## src/design/ccc_ops_map.vh

```
// Purpose: Offsets, field positions, encodings and reset values of the
//          clear/complement/compare execution block.
// Assumes: AXI4-Lite byte addresses, one aligned 32-bit word per register.
// Notes:   Definitions only.
`ifndef CCC_OPS_MAP_VH
`define CCC_OPS_MAP_VH

// Register byte offsets
`define OFS_COMMAND   8'h00
`define OFS_ACC       8'h04
`define OFS_STATUS    8'h08
`define OFS_CONTROL   8'h0C
`define OFS_FILE_ADDR 8'h10
`define OFS_FILE_DATA 8'h14
`define OFS_WATCHDOG  8'h18

// Command word fields
`define CMD_OP_MSB    2
`define CMD_OP_LSB    0
`define CMD_DEST_BIT  3
`define CMD_ADDR_MSB  9
`define CMD_ADDR_LSB  4

// Operation codes
`define OP_CLEAR_ACC  3'h0
`define OP_CLEAR_WDT  3'h1
`define OP_CLEAR_REG  3'h2
`define OP_COMPLEMENT 3'h3
`define OP_COMPARE    3'h4
`define OP_DECREMENT  3'h5

// Status fields
`define ST_ZERO_BIT   0
`define ST_CARRY_BIT  1
`define ST_PD_N_BIT   2
`define ST_TO_N_BIT   3
`define ST_BUSY_BIT   4

// Control fields
`define CTL_PSA_BIT   0
`define CTL_WDT_EN_BIT 1
`define CTL_SLEEP_BIT 2

// Reset values and constants
`define RST_ACC       8'h00
`define RST_WDT       8'h00
`define RST_PRESCALE  8'h00
`define PRESCALE_TOP  8'hFF
`define ZERO_BYTE     8'h00

// AXI responses
`define RESP_OKAY     2'h0
`define RESP_SLVERR   2'h2

`endif

```

## src/design/clear_complement_compare_ops.v

```verilog
// Purpose: Executes six core operations against an accumulator, a 64-word
//          register file, the zero/carry flags and the watchdog.
// Assumes: Software issues operations by writing the command register.
// Notes:   Summary of operation follows.
//
// Summary of operation
// - Clear accumulator loads zero into it and sets zero flag, two cycles.
// - Clear watchdog zeroes counter, and prescaler when assigned to it.
// - Clear watchdog sets time-out and power-down status bits to one only.
// - Clear register zeroes addressed register 0..63, sets zero flag.
// - Complement inverts register; dest 0 to accumulator, 1 back; Z only.
// - Compare does register minus accumulator, updates Z and C, no writes.
// - Decrement subtracts one; dest 0 to accumulator, 1 back; Z only.
`timescale 1ns/1ps
`include "ccc_ops_map.vh"
module clear_complement_compare_ops (
   // Clock and reset
   input wire aclk,
   input wire aresetn,
   // AXI4-Lite write address
   input wire [7:0] s_axi_awaddr,
   input wire s_axi_awvalid,
   output reg s_axi_awready,
   // AXI4-Lite write data
   input wire [31:0] s_axi_wdata,
   input wire [3:0] s_axi_wstrb,
   input wire s_axi_wvalid,
   output reg s_axi_wready,
   // AXI4-Lite write response
   output reg [1:0] s_axi_bresp,
   output reg s_axi_bvalid,
   input wire s_axi_bready,
   // AXI4-Lite read address
   input wire [7:0] s_axi_araddr,
   input wire s_axi_arvalid,
   output reg s_axi_arready,
   // AXI4-Lite read data
   output reg [31:0] s_axi_rdata,
   output reg [1:0] s_axi_rresp,
   output reg s_axi_rvalid,
   input wire s_axi_rready,
   // Status pins
   output reg timeout_status_n,
   output reg powerdown_status_n
);
   localparam ST_IDLE = 3'b001;
   localparam ST_FETCH = 3'b010;
   localparam ST_EXEC = 3'b100;

   reg [2:0] state_q;
   reg [7:0] accumulator;
   reg zero_q;
   reg carry_q;
   reg psa_q;
   reg wdt_en_q;
   reg [7:0] watchdog_counter;
   reg [7:0] shared_prescaler;
   reg [5:0] file_addr_q;
   reg [9:0] cmd_q;
   reg [7:0] aw_addr_q;
   reg aw_held_q;
   reg [31:0] w_data_q;
   reg [3:0] w_strb_q;
   reg w_held_q;
   reg rd_pend_q;

   wire idle = state_q[0];
   wire [2:0] op = cmd_q[`CMD_OP_MSB:`CMD_OP_LSB];
   wire dest_reg = cmd_q[`CMD_DEST_BIT];
   wire [5:0] op_addr = cmd_q[`CMD_ADDR_MSB:`CMD_ADDR_LSB];
   wire [7:0] mem_rdata;

   // Write transaction performed once both halves are held
   wire wr_go = aw_held_q && w_held_q && !s_axi_bvalid && idle;
   wire [7:0] wr_addr = {aw_addr_q[7:2], 2'b00};
   wire wr_lane0 = w_strb_q[0];
   wire ar_go = s_axi_arvalid && s_axi_arready;
   wire [7:0] rd_addr = {s_axi_araddr[7:2], 2'b00};

   // Results of the operation in execute
   wire [7:0] comp_res = ~mem_rdata;
   wire [7:0] dec_res = mem_rdata - 8'h01;
   wire [8:0] cmp_diff = {1'b0, mem_rdata} - {1'b0, accumulator};

   // Watchdog tick and overflow
   wire wdt_tick = psa_q ? (shared_prescaler == `PRESCALE_TOP) : 1'b1;
   wire wdt_over = wdt_en_q && wdt_tick && (watchdog_counter == 8'hFF);
   wire exec_clr_wdt = state_q[2] && (op == `OP_CLEAR_WDT);

   // Register file ports
   reg mem_we;
   reg [5:0] mem_waddr;
   reg [7:0] mem_wdata;
   wire [5:0] mem_raddr = state_q[1] ? op_addr : file_addr_q;

   always @* begin
      mem_we = 1'b0;
      mem_waddr = op_addr;
      mem_wdata = `ZERO_BYTE;
      if (state_q[2]) begin
         case (op)
            `OP_CLEAR_REG: begin
               mem_we = 1'b1;
            end
            `OP_COMPLEMENT: begin
               mem_we = dest_reg;
               mem_wdata = comp_res;
            end
            `OP_DECREMENT: begin
               mem_we = dest_reg;
               mem_wdata = dec_res;
            end
            default: begin
               mem_we = 1'b0;
            end
         endcase
      end else if (wr_go && wr_lane0 && wr_addr == `OFS_FILE_DATA) begin
         mem_we = 1'b1;
         mem_waddr = file_addr_q;
         mem_wdata = w_data_q[7:0];
      end
   end

   file_reg_mem u_mem (
      .aclk(aclk),
      .we(mem_we),
      .waddr(mem_waddr),
      .wdata(mem_wdata),
      .raddr(mem_raddr),
      .rdata(mem_rdata)
   );

   // Write address and data channels, taken in either order
   always @(posedge aclk) begin
      if (!aresetn) begin
         s_axi_awready <= 1'b0;
         s_axi_wready <= 1'b0;
         aw_held_q <= 1'b0;
         w_held_q <= 1'b0;
         aw_addr_q <= 8'h00;
         w_data_q <= 32'h00000000;
         w_strb_q <= 4'h0;
         s_axi_bvalid <= 1'b0;
         s_axi_bresp <= `RESP_OKAY;
      end else begin
         s_axi_awready <= !aw_held_q && !s_axi_awready;
         s_axi_wready <= !w_held_q && !s_axi_wready;
         if (s_axi_awvalid && s_axi_awready) begin
            aw_held_q <= 1'b1;
            aw_addr_q <= s_axi_awaddr;
            s_axi_awready <= 1'b0;
         end
         if (s_axi_wvalid && s_axi_wready) begin
            w_held_q <= 1'b1;
            w_data_q <= s_axi_wdata;
            w_strb_q <= s_axi_wstrb;
            s_axi_wready <= 1'b0;
         end
         if (wr_go) begin
            aw_held_q <= 1'b0;
            w_held_q <= 1'b0;
            s_axi_bvalid <= 1'b1;
            s_axi_bresp <= (wr_addr > `OFS_WATCHDOG) ?
               `RESP_SLVERR : `RESP_OKAY;
         end else if (s_axi_bvalid && s_axi_bready) begin
            s_axi_bvalid <= 1'b0;
         end
      end
   end

   // Read channel
   always @(posedge aclk) begin
      if (!aresetn) begin
         s_axi_arready <= 1'b0;
         s_axi_rvalid <= 1'b0;
         s_axi_rdata <= 32'h00000000;
         s_axi_rresp <= `RESP_OKAY;
         rd_pend_q <= 1'b0;
      end else begin
         // Not offered as a command starts: operand fetch owns the read port
         s_axi_arready <= idle && !wr_go && !s_axi_rvalid && !rd_pend_q &&
            !s_axi_arready;
         if (ar_go) begin
            s_axi_arready <= 1'b0;
            s_axi_rresp <= (rd_addr > `OFS_WATCHDOG) ?
               `RESP_SLVERR : `RESP_OKAY;
            s_axi_rdata <= 32'h00000000;
            case (rd_addr)
               `OFS_COMMAND: begin
                  s_axi_rdata[9:0] <= cmd_q;
               end
               `OFS_ACC: begin
                  s_axi_rdata[7:0] <= accumulator;
               end
               `OFS_STATUS: begin
                  s_axi_rdata[`ST_ZERO_BIT] <= zero_q;
                  s_axi_rdata[`ST_CARRY_BIT] <= carry_q;
                  s_axi_rdata[`ST_PD_N_BIT] <= powerdown_status_n;
                  s_axi_rdata[`ST_TO_N_BIT] <= timeout_status_n;
                  s_axi_rdata[`ST_BUSY_BIT] <= !idle;
               end
               `OFS_CONTROL: begin
                  s_axi_rdata[`CTL_PSA_BIT] <= psa_q;
                  s_axi_rdata[`CTL_WDT_EN_BIT] <= wdt_en_q;
               end
               `OFS_FILE_ADDR: begin
                  s_axi_rdata[5:0] <= file_addr_q;
               end
               `OFS_WATCHDOG: begin
                  s_axi_rdata[15:0] <= {shared_prescaler, watchdog_counter};
               end
               default: begin
                  s_axi_rdata <= 32'h00000000;
               end
            endcase
            if (rd_addr == `OFS_FILE_DATA) begin
               rd_pend_q <= 1'b1;
            end else begin
               s_axi_rvalid <= 1'b1;
            end
         end
         if (rd_pend_q) begin
            rd_pend_q <= 1'b0;
            s_axi_rdata[7:0] <= mem_rdata;
            s_axi_rvalid <= 1'b1;
         end
         if (s_axi_rvalid && s_axi_rready) begin
            s_axi_rvalid <= 1'b0;
         end
      end
   end

   // Sequencer: fetch the operand, then execute in one cycle
   always @(posedge aclk) begin
      if (!aresetn) begin
         state_q <= ST_IDLE;
         cmd_q <= 10'h000;
      end else begin
         case (state_q)
            ST_IDLE: begin
               if (wr_go && wr_addr == `OFS_COMMAND &&
                   w_strb_q[1:0] == 2'h3 &&
                   w_data_q[`CMD_OP_MSB:`CMD_OP_LSB] <= `OP_DECREMENT) begin
                  cmd_q <= w_data_q[9:0];
                  state_q <= ST_FETCH;
               end
            end
            ST_FETCH: begin
               state_q <= ST_EXEC;
            end
            ST_EXEC: begin
               state_q <= ST_IDLE;
            end
            default: begin
               state_q <= ST_IDLE;
            end
         endcase
      end
   end

   // Accumulator, flags, control and file address
   always @(posedge aclk) begin
      if (!aresetn) begin
         accumulator <= `RST_ACC;
         zero_q <= 1'b0;
         carry_q <= 1'b0;
         psa_q <= 1'b0;
         wdt_en_q <= 1'b0;
         file_addr_q <= 6'h00;
      end else if (state_q[2]) begin
         case (op)
            `OP_CLEAR_ACC: begin
               accumulator <= `ZERO_BYTE;
               zero_q <= 1'b1;
            end
            `OP_CLEAR_REG: begin
               zero_q <= 1'b1;
            end
            `OP_COMPLEMENT: begin
               if (!dest_reg) begin
                  accumulator <= comp_res;
               end
               zero_q <= (comp_res == `ZERO_BYTE);
            end
            `OP_COMPARE: begin
               zero_q <= (cmp_diff[7:0] == `ZERO_BYTE);
               carry_q <= !cmp_diff[8];
            end
            `OP_DECREMENT: begin
               if (!dest_reg) begin
                  accumulator <= dec_res;
               end
               zero_q <= (dec_res == `ZERO_BYTE);
            end
            default: begin
               zero_q <= zero_q;
            end
         endcase
      end else if (wr_go && wr_lane0) begin
         case (wr_addr)
            `OFS_ACC: begin
               accumulator <= w_data_q[7:0];
            end
            `OFS_STATUS: begin
               zero_q <= w_data_q[`ST_ZERO_BIT];
               carry_q <= w_data_q[`ST_CARRY_BIT];
            end
            `OFS_CONTROL: begin
               psa_q <= w_data_q[`CTL_PSA_BIT];
               wdt_en_q <= w_data_q[`CTL_WDT_EN_BIT];
            end
            `OFS_FILE_ADDR: begin
               file_addr_q <= w_data_q[5:0];
            end
            default: begin
               file_addr_q <= file_addr_q;
            end
         endcase
      end
   end

   // Watchdog counter, shared prescaler and the two status bits
   always @(posedge aclk) begin
      if (!aresetn) begin
         watchdog_counter <= `RST_WDT;
         shared_prescaler <= `RST_PRESCALE;
         timeout_status_n <= 1'b1;
         powerdown_status_n <= 1'b1;
      end else begin
         shared_prescaler <= shared_prescaler + 8'h01;
         if (wdt_en_q && wdt_tick) begin
            watchdog_counter <= watchdog_counter + 8'h01;
         end
         if (wdt_over) begin
            timeout_status_n <= 1'b0;
         end
         if (idle && wr_go && wr_lane0 && wr_addr == `OFS_CONTROL &&
             w_data_q[`CTL_SLEEP_BIT]) begin
            powerdown_status_n <= 1'b0;
         end
         if (exec_clr_wdt) begin
            watchdog_counter <= `RST_WDT;
            if (psa_q) begin
               shared_prescaler <= `RST_PRESCALE;
            end
            timeout_status_n <= 1'b1;
            powerdown_status_n <= 1'b1;
         end
      end
   end
endmodule

```

## src/design/file_reg_mem.v

```verilog
// Purpose: 64 x 8 register file with one write and one read port.
// Assumes: Read data appear one clock after the address, from a register.
// Notes:   A read and write of the same word in one cycle returns old data.
`timescale 1ns/1ps
module file_reg_mem (
   // Clock
   input wire aclk,
   // Write port
   input wire we,
   input wire [5:0] waddr,
   input wire [7:0] wdata,
   // Read port
   input wire [5:0] raddr,
   output reg [7:0] rdata
);
   reg [7:0] mem [0:63];

   always @(posedge aclk) begin
      if (we) begin
         mem[waddr] <= wdata;
      end
      rdata <= mem[raddr];
   end
endmodule

```

## config.mk

```make
export PLATFORM = sky130hd
export DESIGN_NAME = clear_complement_compare_ops
export DESIGN_NICKNAME = d
export VERILOG_FILES = /design/src/design/clear_complement_compare_ops.v /design/src/design/file_reg_mem.v
export VERILOG_INCLUDE_DIRS = /design/src /design/src/design
export SDC_FILE = /design/constraint.sdc
export NUM_CORES = 1
export LEC_CHECK = 0
export CAP_MARGIN = 20
export CORE_MARGIN = 1
export CORE_UTILIZATION = 58
export DETAILED_ROUTE_END_ITERATION = 7
export DONT_BUFFER_PORTS = 1
export PLACE_DENSITY = 0.76
export SETUP_SLACK_MARGIN = 0.5
export SYNTH_ARGS = -nofsm -noshare
export SYNTH_HDL_FRONTEND = slang
export SYNTH_SLANG_ARGS = --single-unit
export TNS_END_PERCENT = 50
```

## constraint.sdc

```tcl
create_clock -name aclk -period 4.4 [get_ports aclk]
set_input_delay 0.44 -clock aclk [delete_from_list [all_inputs] [get_ports aclk]]
set_output_delay 0.44 -clock aclk [all_outputs]
set_load 0.1 [all_outputs]
```

==> impl_results.md <==
* Filler cells at 3533
* Hold Path Class: in -> reg
* Syn Area/Cell at 10.89 um2
* Max Cap Viol at 0
* Area occupied by multi-input gates at 10050 um2
* Power per cell area at 374.4 nW/um2
* Die ar. at 49920 um2
* Place WS at 0.8029 ns
* Switch share at 20.55%
* Crit path capture type: flop
* Internal power at 9.261 mW
* Initial antenna violation count at 0
* Vias in the first global route at 21110
* Count of cell types in the netlist at 80
* Main combinational cell family by area after synthesis: compound AO/OA/AOI/OAI gates
* TritonCTS sink count at 613
* CTS root buf: clkbuf_16
* Ys async rst share at 0%
* Final core utilization at 64.80%
* # port buffers at 0
* Reg area at 17400 um2
* Die Ht at 223.4 um
* CP Launch Type: flop
* Gpl congestion at 0.9078
* I/O Pins at 102
* Initial core utilization at 59.18%
* F_max at 0.2683 GHz
* Synth Area in XOR/XNOR at 0.4928%
* Final-report hold violation count at 0
* Simple-Gate Fraction of Synth Area at 12.84%
* EDFF count, synth at 512
* Worst-margin pin slew at 1.160 ns
* Nets@finish at 2641
* YS warnings at 0
* Post-DP Area at 28870 um2
* Final Cycle Share at 84.71%
* Logic gate share of total power at 1.5%
* Core ar. at 48050 um2
* Crit path DAT at 3.98 ns
* Mapped Cells at 2611
* Largest net degree at the start of global routing at 107
* Crit path max fanout at 19
* Met2 Routed Length at 36500 um
* Area grow syn2layout at 9.482%
* Antenna viol nets, final at 0
* Seq pwr share at 53.6%
* Primary FF master, synth: edfxtp_1
* Tmin final at 3.727 ns
* Pwr Total at 11.66 mW
* Routed met3 length at 8101 um
* DR vias/cell at 6.731
* DRC violations left at 0
* Clock Skew at 0.02740 ns
* Clk pwr share at 44.8%
* Post-synthesis sequential area ratio at 61.18%
* Highest routed layer: met4
* Site Rows at 80
* Clk slew on worst S/H paths at 0.06 ns
* Die W at 223.4 um
* Multiplexer share of the synthesized area at 1.426%
* H-tree depth at 2
* Met1 wire length at 30610 um
* Total Routed Length at 78380 um
* Clk buf depth at 3
* Critical Path RT at 4.65 ns
* Unrepaired setup endpoints after global routing: true
* CTS buffer count at 60
* Gr ovfl total at 0
* First-pass iteration count of the detailed router at 8
* Synth Area in Compound Gates at 19.40%
* Mapped Area at 28440 um2
* Relative slew slack at 22.36%
* GRT Total Usage at 30.94%
* Setup CP Type: reg -> reg
* Layout cell share with drive strength beyond 1 at 7.713%
* Diodes inserted at 0
* Final Cell Area at 31130 um2
* First-pass GRT wire length at 118900 um
* Seq cells post-synth at 613
* Adder-cell share of the synthesized area at 0.6424%
* Standby leakage power at 10.98 nW
* Final setup violation count at 0
* Drt wl/cell at 24.24 um
* Initial DRC count at 3015
* Slew Limit Fails at 0
* Setup ws final at 0.6729 ns
* Worst-Skew Late Latency at 0.63 ns
* DP HPWL at 47710 um
* Worst vdd ir at 0.3690 mV
* CTS tree: built
* Hold slack at 0.01474 ns
* P_sw at 2.395 mW
* Status: completed
* Via count at 21770
[stage by stage]
| stage | cells | TNS, ns |
|---|---|---|
| 3_3_place_gp | 3098 | 0 |
| 2_1_floorplan | 2628 | -113.21 |
| 6_report | 3234 | 0 |
| 3_5_place_dp | 3098 | 0 |
| 4_1_cts | 3232 | 0 |
| 5_1_grt | 3234 | 0 |
[what timing repair did]
action                                 in CTS  in global routing
endpoints found under the hold margin      74                  0
hold buffers                               21                  0
gates resized for setup                     0                  4
buffers inserted                            0                  0
setup endpoints to repair                   0                 59
[state kept, by name (all words and copies together), names as in the netlist, 2 cells and up]
signal,flops
aw_addr_q,6
file_addr_q,6
state_q,3
w_data_q,10
u_mem.rdata,8
u_mem.mem,512
s_axi_rdata,16
watchdog_counter,8
accumulator,8
cmd_q,10
shared_prescaler,8
w_strb_q,2
[final timing paths]
check,startpoint,slack [ns],cells after the start,to
setup / recovery,aw_addr_q[7]$_SDFFE_PN0P_,0.67,6,u_mem.mem[15][3]$_DFFE_PP_
hold / removal,s_axi_rready,0.01,2,s_axi_rvalid$_SDFFE_PP0P_
setup reg to reg,aw_addr_q[7]$_SDFFE_PN0P_,0.67,6,u_mem.mem[15][3]$_DFFE_PP_
hold reg to reg,w_strb_q[1]$_SDFFE_PN0P_,0.47,2,w_strb_q[1]$_SDFFE_PN0P_
[placed cells by master, fill, tap and decap left out, drive strengths merged, types with 13 or more instances in the layout]
cell,count
dlygate4sd3,20
or3,15
a21boi,22
nand4,20
ha,13
o31ai,21
a2bb2oi,26
nor2b,43
edfxtp,512
clkinv,27
inv,26
nor3,52
nand2b,110
mux2i,27
clkbuf,78
o22ai,116
nand3,33
nor4,18
o21ai,105
a21oi,562
conb,18
nor2,298
dfxtp,101
a22oi,58
nand2,114
buf,51
[critical path, cell delays in order, from the launching register on]
cell and delay (ns):
dfxtp_1 0.33, nor3_1 0.49, nand3_1 0.22, nor2_2 0.66, a32o_1 0.36, nand2_1 0.46
nor2_1 0.83
[synth_stat cells, types with 8 or more instances]
| library cell | instances | share of area [%] |
|---|---|---|
| a21boi_0 | 22 | 0.58 |
| a21oi_1 | 561 | 9.9 |
| a22oi_1 | 57 | 1.5 |
| a2bb2oi_1 | 26 | 0.80 |
| and2_1 | 9 | 0.20 |
| buf_2 | 63 | 1.1 |
| buf_4 | 31 | 0.82 |
| buf_6 | 16 | 0.63 |
| clkbuf_1 | 77 | 1.0 |
| dfxtp_1 | 101 | 7.1 |
| edfxtp_1 | 512 | 54 |
| ha_1 | 13 | 0.57 |
| inv_1 | 23 | 0.30 |
| mux2i_1 | 27 | 0.95 |
| nand2_1 | 110 | 1.5 |
| nand2b_1 | 109 | 2.4 |
| nand3_1 | 33 | 0.58 |
| nand4_1 | 20 | 0.44 |
| nor2_1 | 296 | 3.9 |
| nor2b_1 | 42 | 0.92 |
| nor3_1 | 52 | 0.92 |
| nor4_1 | 18 | 0.40 |
| o21ai_0 | 96 | 1.7 |
| o21ai_1 | 8 | 0.14 |
| o22ai_1 | 115 | 2.5 |
| o31ai_1 | 20 | 0.53 |
| or3_1 | 15 | 0.33 |
| xor2_1 | 9 | 0.28 |
[kinds of logic after synthesis]
group                      Yosys count
xor gates and xnor gates            16
and+or+nand+nor                    749
muxes                               35
AOI/OAI and AO/OA                  964
other                                1
adders and majority gates           14
buffers and inverters              219
DFF                                613
[power groups by stage]
stage	Clock [mW]	Sequential [mW]	Combinational, mW
2_1_floorplan	0	6.38	0.145
3_3_place_gp	0	6.38	0.137
3_5_place_dp	0	6.38	0.139
4_1_cts	5.23	6.26	0.164
5_1_grt	5.45	6.25	0.190
6_report	5.22	6.25	0.179
[area by class of cell]
type | instances | area share [%]
sequential | 613 | 55.89
multi-input combinational | 1796 | 32.28
clock buffer | 77 | 5.293
timing repair buffer | 72 | 2.592
tap | 615 | 2.472
clock inverter | 36 | 1.145
inverter | 25 | 0.3336
[metal layers]
layer	global-route usage [%]	up-vias
met5	0	-
met4	13.35	0
met3	6.361	211
met2	48.71	1268
met1	41.83	10600
li1	-	9688
(Power assumes the default switching activity.)
